**config.mk**
```make
export PLATFORM = sky130hd
export DESIGN_NAME = eia_aggregator
export DESIGN_NICKNAME = d
export VERILOG_FILES = /design/src/design/eia_pkg.sv /design/src/design/eia_aggregator.sv
export SDC_FILE = /design/constraint.sdc
export NUM_CORES = 2
export LEC_CHECK = 0
export BUFFER_PORTS_ARGS = -buffer_cell sky130_fd_sc_hd__buf_2
export CORE_AREA = 2 2 750 752
export CTS_CLUSTER_DIAMETER = 40
export DETAILED_ROUTE_END_ITERATION = 6
export DIE_AREA = 0 0 752 754
export HOLD_SLACK_MARGIN = 0.06
export PLACE_DENSITY_LB_ADDON = 0.08
export SLEW_MARGIN = 30
export SYNTH_ARGS = -nofsm -noshare
export SYNTH_HDL_FRONTEND = slang
export SYNTH_SLANG_ARGS = --single-unit
```
**constraint.sdc**
```tcl
create_clock -name clk -period 4.1 [get_ports clk]
set_input_delay 0.82 -clock clk [delete_from_list [all_inputs] [get_ports clk]]
set_output_delay 0.82 -clock clk [all_outputs]
set_load 0.01 [all_outputs]
```
**src/design/eia_pkg.sv**
```systemverilog
package eia_pkg;
    // Group layout and block-select ports in the controller's own register space
    localparam int EIA_NUM_GROUPS = 19;
    localparam int EIA_GROUP_W = 32;
    localparam int EIA_ADDR_W = 10;
    localparam int EIA_FIRST_IRQ = 8;
    localparam logic [9:0] EIA_GROUP_STRIDE = 10'h014;
    localparam logic [9:0] EIA_OFS_SRC = 10'h000;
    localparam logic [9:0] EIA_OFS_EN_SET = 10'h004;
    localparam logic [9:0] EIA_OFS_RESULT = 10'h008;
    localparam logic [9:0] EIA_OFS_EN_CLR = 10'h00c;
    localparam logic [9:0] EIA_OFS_BLK_SET = 10'h200;
    localparam logic [9:0] EIA_OFS_BLK_CLR = 10'h204;
    // Reset values
    localparam logic [31:0] EIA_SRC_RST = 32'h0000_0000;
    localparam logic [31:0] EIA_EN_RST = 32'h0000_0000;
    localparam logic [31:0] EIA_RD_RST = 32'h0000_0000;

    // One register access from the embedded controller
    typedef struct packed {
        logic wr;
        logic rd;
        logic [9:0] addr;
        logic [31:0] wdata;
    } eia_req_s;

    // Processor exceptions, carried past the aggregator untouched
    typedef struct packed {
        logic reset;
        logic mem_err;
        logic instr_err;
    } eia_exc_s;
endpackage

```
**src/design/eia_aggregator.sv**
```systemverilog
`timescale 1ns/1ns
// What this block does
// - Exceptions pass straight through, never masked.
// - Wake sources detected without any running clock.
// - Registers reachable only through controller port.
// - Each group ORs unmasked bits to IRQ.
// - Group has source, enable-set, enable-clear, result.
// - Source and enable bits are latched storage.
// - Both enable ports read one enable value.
// - Set port sets, clear port clears selected bits.
// - Result equals source AND enable per bit.
// - Group interrupt is OR of result, block-gated.
// - Direct-vector enable routes result bits individually.
// - Everything resets to defaults on standby reset.
// - Needs clk except for the wake path; no power-mode control.
// - Wake event: OR of enabled wake sources.
// - Block-select set/clear ports after all groups.
module eia_aggregator
    import eia_pkg::*;
#(
    parameter int NUM_GROUPS = EIA_NUM_GROUPS
) (
    // Clock and standby-rail reset
    input wire logic clk,
    input wire logic nrst,
    // Controller register port
    input eia_req_s req,
    output logic [31:0] rdata,
    // Interrupt sources and wake capability per bit
    input wire logic [NUM_GROUPS-1:0][31:0] irq_src,
    input wire logic [NUM_GROUPS-1:0][31:0] wake_capable,
    input wire logic direct_vector_enable,
    // Towards the vectored_irq_controller
    output logic [NUM_GROUPS-1:0] group_irq,
    output logic [NUM_GROUPS-1:0][31:0] direct_irq,
    output logic wake_event,
    // Exception bypass
    input eia_exc_s exc_in,
    output eia_exc_s exc_out
);
    localparam logic [9:0] GROUP_END = 10'(NUM_GROUPS) * EIA_GROUP_STRIDE;

    logic [NUM_GROUPS-1:0][31:0] src_reg, src_next;
    logic [NUM_GROUPS-1:0][31:0] en_reg, en_next;
    logic [NUM_GROUPS-1:0][31:0] result;
    logic [NUM_GROUPS-1:0][31:0] wake_hit;
    logic [NUM_GROUPS-1:0] blk_reg, blk_next;
    logic [NUM_GROUPS-1:0] group_irq_reg, group_irq_next;
    logic [NUM_GROUPS-1:0][31:0] direct_irq_reg, direct_irq_next;
    logic [31:0] rdata_reg, rdata_next;

    // Address decode; the only access path is this controller port
    wire aligned = (req.addr[1:0] == 2'b00);
    wire in_groups = aligned && (req.addr < GROUP_END);
    wire [9:0] grp_num = req.addr / EIA_GROUP_STRIDE;
    wire [9:0] sub_ofs = req.addr % EIA_GROUP_STRIDE;
    wire blk_set_hit = req.wr && (req.addr == EIA_OFS_BLK_SET);
    wire blk_clr_hit = req.wr && (req.addr == EIA_OFS_BLK_CLR);
    // Exact match on either port, so alignment is implied
    wire blk_addr = (req.addr == EIA_OFS_BLK_SET) || (req.addr == EIA_OFS_BLK_CLR);
    wire [NUM_GROUPS-1:0] blk_wbits = req.wdata[EIA_FIRST_IRQ +: NUM_GROUPS];

    // Exceptions are wired through, so nothing here can hold them off
    assign exc_out = exc_in;

    // Per-group storage and next-state logic
    for (genvar g = 0; g < NUM_GROUPS; g++) begin : g_grp
        wire sel = in_groups && (grp_num == 10'(g));
        wire [31:0] src_clr = (req.wr && sel && sub_ofs == EIA_OFS_SRC) ? req.wdata : 32'h0;
        wire [31:0] en_set = (req.wr && sel && sub_ofs == EIA_OFS_EN_SET) ? req.wdata : 32'h0;
        wire [31:0] en_clr = (req.wr && sel && sub_ofs == EIA_OFS_EN_CLR) ? req.wdata : 32'h0;
        // A result-offset write decodes to none of the strobes above
        // Arriving event beats a write-one clear in the same cycle
        assign src_next[g] = (src_reg[g] & ~src_clr) | irq_src[g];
        assign en_next[g] = (en_reg[g] | en_set) & ~en_clr;
        assign result[g] = src_reg[g] & en_reg[g];
        assign group_irq_next[g] = (|result[g]) & blk_reg[g];
        assign direct_irq_next[g] = result[g] & {32{direct_vector_enable}};
        // Clockless path so a stopped clock still lets sources wake the chip
        assign wake_hit[g] = irq_src[g] & en_reg[g] & wake_capable[g];
    end

    assign blk_next = (blk_reg | (blk_set_hit ? blk_wbits : '0))
                      & ~(blk_clr_hit ? blk_wbits : '0);

    // Read mux; unmapped and reserved words read zero
    always_comb begin
        rdata_next = rdata_reg;
        if (req.rd) begin
            rdata_next = EIA_RD_RST;
            if (in_groups) begin
                for (int g = 0; g < NUM_GROUPS; g++) begin
                    if (grp_num == 10'(g)) begin
                        case (sub_ofs)
                            EIA_OFS_SRC: rdata_next = src_reg[g];
                            EIA_OFS_EN_SET: rdata_next = en_reg[g];
                            EIA_OFS_EN_CLR: rdata_next = en_reg[g];
                            EIA_OFS_RESULT: rdata_next = result[g];
                            default: rdata_next = EIA_RD_RST;
                        endcase
                    end
                end
            end else if (blk_addr) begin
                rdata_next = 32'(blk_reg) << EIA_FIRST_IRQ;
            end
        end
    end

    // All state on the standby rail; nothing needs a mode setting
    always_ff @(posedge clk or negedge nrst) begin
        if (!nrst) begin
            src_reg <= {NUM_GROUPS{EIA_SRC_RST}};
            en_reg <= {NUM_GROUPS{EIA_EN_RST}};
            blk_reg <= '0;
        end else begin
            src_reg <= src_next;
            en_reg <= en_next;
            blk_reg <= blk_next;
        end
    end

    // Registered outputs towards the interrupt controller
    always_ff @(posedge clk or negedge nrst) begin
        if (!nrst) begin
            group_irq_reg <= '0;
            direct_irq_reg <= '0;
            rdata_reg <= EIA_RD_RST;
        end else begin
            group_irq_reg <= group_irq_next;
            direct_irq_reg <= direct_irq_next;
            rdata_reg <= rdata_next;
        end
    end

    assign group_irq = group_irq_reg;
    assign direct_irq = direct_irq_reg;
    assign rdata = rdata_reg;
    // Combinational on purpose: a registered wake would need the clock it wakes
    assign wake_event = |wake_hit;

    // Checks on group 0 stand for all groups, since every group is one generate copy
    wire g0_src_wr = req.wr && in_groups && grp_num == 10'd0 && sub_ofs == EIA_OFS_SRC;
    wire g0_set_wr = req.wr && in_groups && grp_num == 10'd0 && sub_ofs == EIA_OFS_EN_SET;
    wire g0_clr_wr = req.wr && in_groups && grp_num == 10'd0 && sub_ofs == EIA_OFS_EN_CLR;
    wire g0_res_wr = req.wr && in_groups && grp_num == 10'd0 && sub_ofs == EIA_OFS_RESULT;
    wire g0_en_rd = req.rd && in_groups && grp_num == 10'd0
                    && (sub_ofs == EIA_OFS_EN_SET || sub_ofs == EIA_OFS_EN_CLR);

    property p_src_latch;
        @(posedge clk) disable iff (!nrst)
        (irq_src[0] != 32'h0) |=> ((src_reg[0] & $past(irq_src[0])) == $past(irq_src[0]));
    endproperty
    a_src_latch: assert property (p_src_latch) else $error("source event not latched");

    property p_src_hold;
        @(posedge clk) disable iff (!nrst)
        (!g0_src_wr && irq_src[0] == 32'h0) |=> $stable(src_reg[0]);
    endproperty
    a_src_hold: assert property (p_src_hold) else $error("source changed without cause");

    property p_src_clear;
        @(posedge clk) disable iff (!nrst)
        g0_src_wr |=>
            (src_reg[0] == (($past(src_reg[0]) & ~$past(req.wdata)) | $past(irq_src[0])));
    endproperty
    a_src_clear: assert property (p_src_clear) else $error("source clear wrong");

    property p_en_set;
        @(posedge clk) disable iff (!nrst)
        g0_set_wr |=> (en_reg[0] == ($past(en_reg[0]) | $past(req.wdata)));
    endproperty
    a_en_set: assert property (p_en_set) else $error("enable set wrong");

    property p_en_clr;
        @(posedge clk) disable iff (!nrst)
        g0_clr_wr |=> (en_reg[0] == ($past(en_reg[0]) & ~$past(req.wdata)));
    endproperty
    a_en_clr: assert property (p_en_clr) else $error("enable clear wrong");

    property p_en_read;
        @(posedge clk) disable iff (!nrst)
        g0_en_rd |=> (rdata == $past(en_reg[0]));
    endproperty
    a_en_read: assert property (p_en_read) else $error("enable readback differs");

    property p_result_ro;
        @(posedge clk) disable iff (!nrst)
        (g0_res_wr && irq_src[0] == 32'h0) |=> ($stable(src_reg[0]) && $stable(en_reg[0]));
    endproperty
    a_result_ro: assert property (p_result_ro) else $error("result write had effect");

    property p_group_irq;
        @(posedge clk) disable iff (!nrst)
        1'b1 |=> (group_irq[0] == ($past(|(src_reg[0] & en_reg[0])) && $past(blk_reg[0])));
    endproperty
    a_group_irq: assert property (p_group_irq) else $error("group interrupt wrong");

    property p_direct;
        @(posedge clk) disable iff (!nrst)
        !direct_vector_enable |=> (direct_irq[0] == 32'h0);
    endproperty
    a_direct: assert property (p_direct) else $error("direct vector without enable");

    property p_blk_set;
        @(posedge clk) disable iff (!nrst)
        (blk_set_hit && req.wdata[EIA_FIRST_IRQ]) |=> blk_reg[0];
    endproperty
    a_blk_set: assert property (p_blk_set) else $error("block select not set");

    property p_wake;
        @(posedge clk) disable iff (!nrst)
        ((irq_src[0] & en_reg[0] & wake_capable[0]) != 32'h0) |-> wake_event;
    endproperty
    a_wake: assert property (p_wake) else $error("wake event missing");

    property p_exc;
        @(posedge clk) disable iff (!nrst)
        exc_in.reset |-> exc_out.reset;
    endproperty
    a_exc: assert property (p_exc) else $error("exception masked");

    // Main scenarios
    property p_cov_group;
        @(posedge clk) disable iff (!nrst)
        $rose(group_irq[0]);
    endproperty
    c_cov_group: cover property (p_cov_group);

    property p_cov_direct;
        @(posedge clk) disable iff (!nrst)
        direct_irq[0] != 32'h0;
    endproperty
    c_cov_direct: cover property (p_cov_direct);

    property p_cov_clear;
        @(posedge clk) disable iff (!nrst)
        g0_src_wr && src_reg[0] != 32'h0 ##1 src_reg[0] == 32'h0;
    endproperty
    c_cov_clear: cover property (p_cov_clear);

    property p_cov_wake;
        @(posedge clk) disable iff (!nrst)
        $rose(wake_event);
    endproperty
    c_cov_wake: cover property (p_cov_wake);
endmodule // eia_aggregator

```
==> results.json <==
{
  "power.density_mw_per_mm2": 423,
  "drv_cap": 0,
  "syn_inst": 9539,
  "cts_max_level": 5,
  "grt-ovfl-total": 0,
  "whs_ps": 107,
  "max-slew-margin-rel_pct": 25.1,
  "max_freq_mhz": 198,
  "status": "finished, violations left",
  "pwr-share-clk_pct": 60.8,
  "grt_max_degree": 124,
  "synthArstFlopShare_pct": 100,
  "synth_cell_types": 96,
  "critPathBufInv": 6,
  "fin_ws_ps": -954,
  "reg2reg_depth": 4,
  "cp_top_family": "simple AND/OR/NAND/NOR gates",
  "clock_skew_ps": 93.3,
  "placedCellCount": 20200,
  "dieArea_mm2": 0.567,
  "max_stage_delay_ps": 480,
  "holdCritPathClass": "in2reg",
  "p_leak_nw": 69.5,
  "cp-start-kind": "register",
  "nets": 15000,
  "post-dp-hpwl_um": 973000,
  "synth_top_family_by_area": "compound AO/OA/AOI/OAI gates",
  "grt_pass1_vias": 111000,
  "power_switching_mw": 18.0,
  "finalPower_mw": 63.7,
  "period_share_pct": 123,
  "synth_ff_type": "dfrtp_1",
  "slowest_stage": "nand4_1",
  "yosysSeqAreaShare_pct": 53.0,
  "fin_crit_ps": 5050,
  "rsz0062_at_grt": "true",
  "drt_iter0_markers": 16500,
  "min_path_cells": 2,
  "slew_viol_final": 0,
  "crit_type": "reg2out",
  "area_growth_syn_to_layout_pct": 68.3,
  "num_rows": 275,
  "clk_pin_slew_ps": 40,
  "cts_tree": "done",
  "power_frac_comb_pct": 9.6,
  "layout-drive-gt1-share_pct": 35.2,
  "cts-buffers-inserted": 459,
  "setup_violations": 3,
  "switching_share_pct": 28.3,
  "wl_per_cell_um": 53.1,
  "ys_seq_elements": 1894,
  "seqPwrFrac_pct": 29.6,
  "cp_common_cell": "buf_4",
  "p_int_mw": 45.7,
  "wl_um": 1160000,
  "cp.depth": 12,
  "ant_nets": 0,
  "synth_compound_area_share_pct": 25.1,
  "hold_violations": 0,
  "vias_per_cell": 5.29,
  "core_region_area_mm2": 0.559,
  "muxShareOfSynthArea_pct": 0.0335,
  "grt_pass1_wl_um": 1410000,
  "clk_latency_ps": 1120,
  "synth_area_mm2": 0.0895,
  "drc": 8,
  "fin_cells": 21900,
  "synth_fp_nets": 10800,
  "synthAdderAreaFrac_pct": 0.0112,
  "io_pins": 1929,
  "synthXorXnorAreaFrac_pct": 0.0196,
  "die_w_um": 752,
  "cp_max_fo": 6,
  "violations": "DRC, setup timing",
  "layout_common_cells": "buf_2, dfrtp_1, buf_4",
  "grt_util_all_layers_pct": 39.5,
  "vias": 116000,
  "finalWeightedCongestion": 1.00,
  "crit_chain": "nand3_4 > buf_12 > nand4_1 > buf_4 > nor4_1 > buf_4 > nand4_1 > nor4_4 > buf_4 > nand3_4 > buf_12 > buf_6",
  "critPathCaptureType": "output pin",
  "utilization_pct": 26.9,
  "cp.arrival_ps": 4230,
  "syn_avg_cell_area_um2": 9.38,
  "grt_antenna_before_repair": 504,
  "synth-simple-area-share_pct": 18.4,
  "tightest_slew_ps": 1120,
  "initial_core_util_pct": 16.0,
  "cts_root_buf": "clkbuf_16",
  "firstDrtPassIters": 7,
  "cts_buffer_depth": 4,
  "synth_edf_count": 0,
  "required_ps": 3280,
  "clock-sinks": 1894,
  "die_y_um": 754,
  "nFillCells": 60100,
  "yosys_warnings": 0,
  "peakVddDrop_mv": 0.384,
  "port_buffers": 1922,
  "final_common_cell": "buf_2",
  "post-place-ws_ps": -2010
}
[power groups by stage]
stage                     sequential [mW]  clock [mW]  combinational (mW)
final                                18.9        38.7                6.10
after global routing                 18.9        40.0                6.15
after CTS                            18.9        39.1                5.96
after detailed placement             19.2           0                5.36
after global placement               19.2           0                5.37
after floorplan                      19.1           0                1.16
[through the flow]
| stage | cell area (um^2) | TNS [ps] |
|---|---|---|
| final | 151000 | -999 |
| after global routing | 150000 | -871 |
| after CTS | 149000 | -997 |
| after detailed placement | 127000 | -1206650 |
| after global placement | 127000 | -1260490 |
| after floorplan | 89500 | 0 |
[metal layers]
metal | vias to the layer above | wire (um) | track usage (%)
met4 | 198 | 91000 | 25.5
met2 | 8255 | 508000 | 60.4
met1 | 61100 | 466000 | 49.4
met3 | 2026 | 98200 | 9.74
met5 | - | 1500 | 0
li1 | 44500 | - | -
[cell families (layout without fill, tap and decap cells)]
group,count (synthesis),after routing
fa+ha+maj,1,1
simple gates,3457,3457
xor+xnor,2,2
buf+inv,725,5357
other cells,0,289
flops,1894,1894
mux,3,3
compound gates,3457,3457
[Yosys cell counts (54+ instances only)]
master | number | share of area [%]
dfrtp_1 | 1894 | 53
a21oi_1 | 1508 | 8.4
nand2_1 | 1472 | 6.2
nand3_1 | 697 | 3.9
and3_1 | 683 | 4.8
a21o_1 | 671 | 5.6
clkbuf_1 | 445 | 1.9
a22oi_1 | 354 | 3.0
nor2_1 | 263 | 1.1
a221oi_1 | 182 | 1.8
buf_2 | 172 | 0.96
o21ai_0 | 140 | 0.78
nand4_1 | 134 | 0.94
a31oi_1 | 119 | 0.83
a22o_1 | 117 | 1.1
buf_1 | 64 | 0.27
nor4_1 | 63 | 0.44
nor3_1 | 54 | 0.30
[what timing repair did]
item | in CTS | in global routing
resized for setup | 124 | 97
cloned | 2 | 0
pin swaps | 28 | 36
buffers inserted | 17 | 14
hold buffers | 569 | 0
endpoints found under the setup margin | 640 | 215
hold endpoints to repair | 778 | 0
[final cells by class]
class | instances | area (um^2) | share of cell area, %
clock inverter | 280 | 3550 | 2.36
tap | 7479 | 9360 | 6.21
timing repair buffer | 4491 | 36500 | 24.2
sequential | 1894 | 47400 | 31.5
multi-input combinational | 6920 | 40500 | 26.9
clock buffer | 575 | 12600 | 8.33
antenna | 289 | 723 | 0.480
inverter | 11 | 41.3 | 0.0274
[worst paths after layout]
kind / from / to / slack [ps]
worst max register to register: en_reg[354]$_DFF_PN0_ / group_irq[11]$_DFF_PN0_ / 1140
worst min-delay path: irq_src[490] / src_reg[490]$_DFF_PN0_ / 110
min in group asynchronous: nrst / direct_irq[533]$_DFF_PN0_ / 190
worst max-delay path: en_reg[93]$_DFF_PN0_ / wake_event / -950
max in group asynchronous: nrst / direct_irq[9]$_DFF_PN0_ / 2090
worst min register to register: rdata[7]$_DFFE_PN0P_ / rdata[7]$_DFFE_PN0P_ / 480
Power figures use the tool's default switching activity.
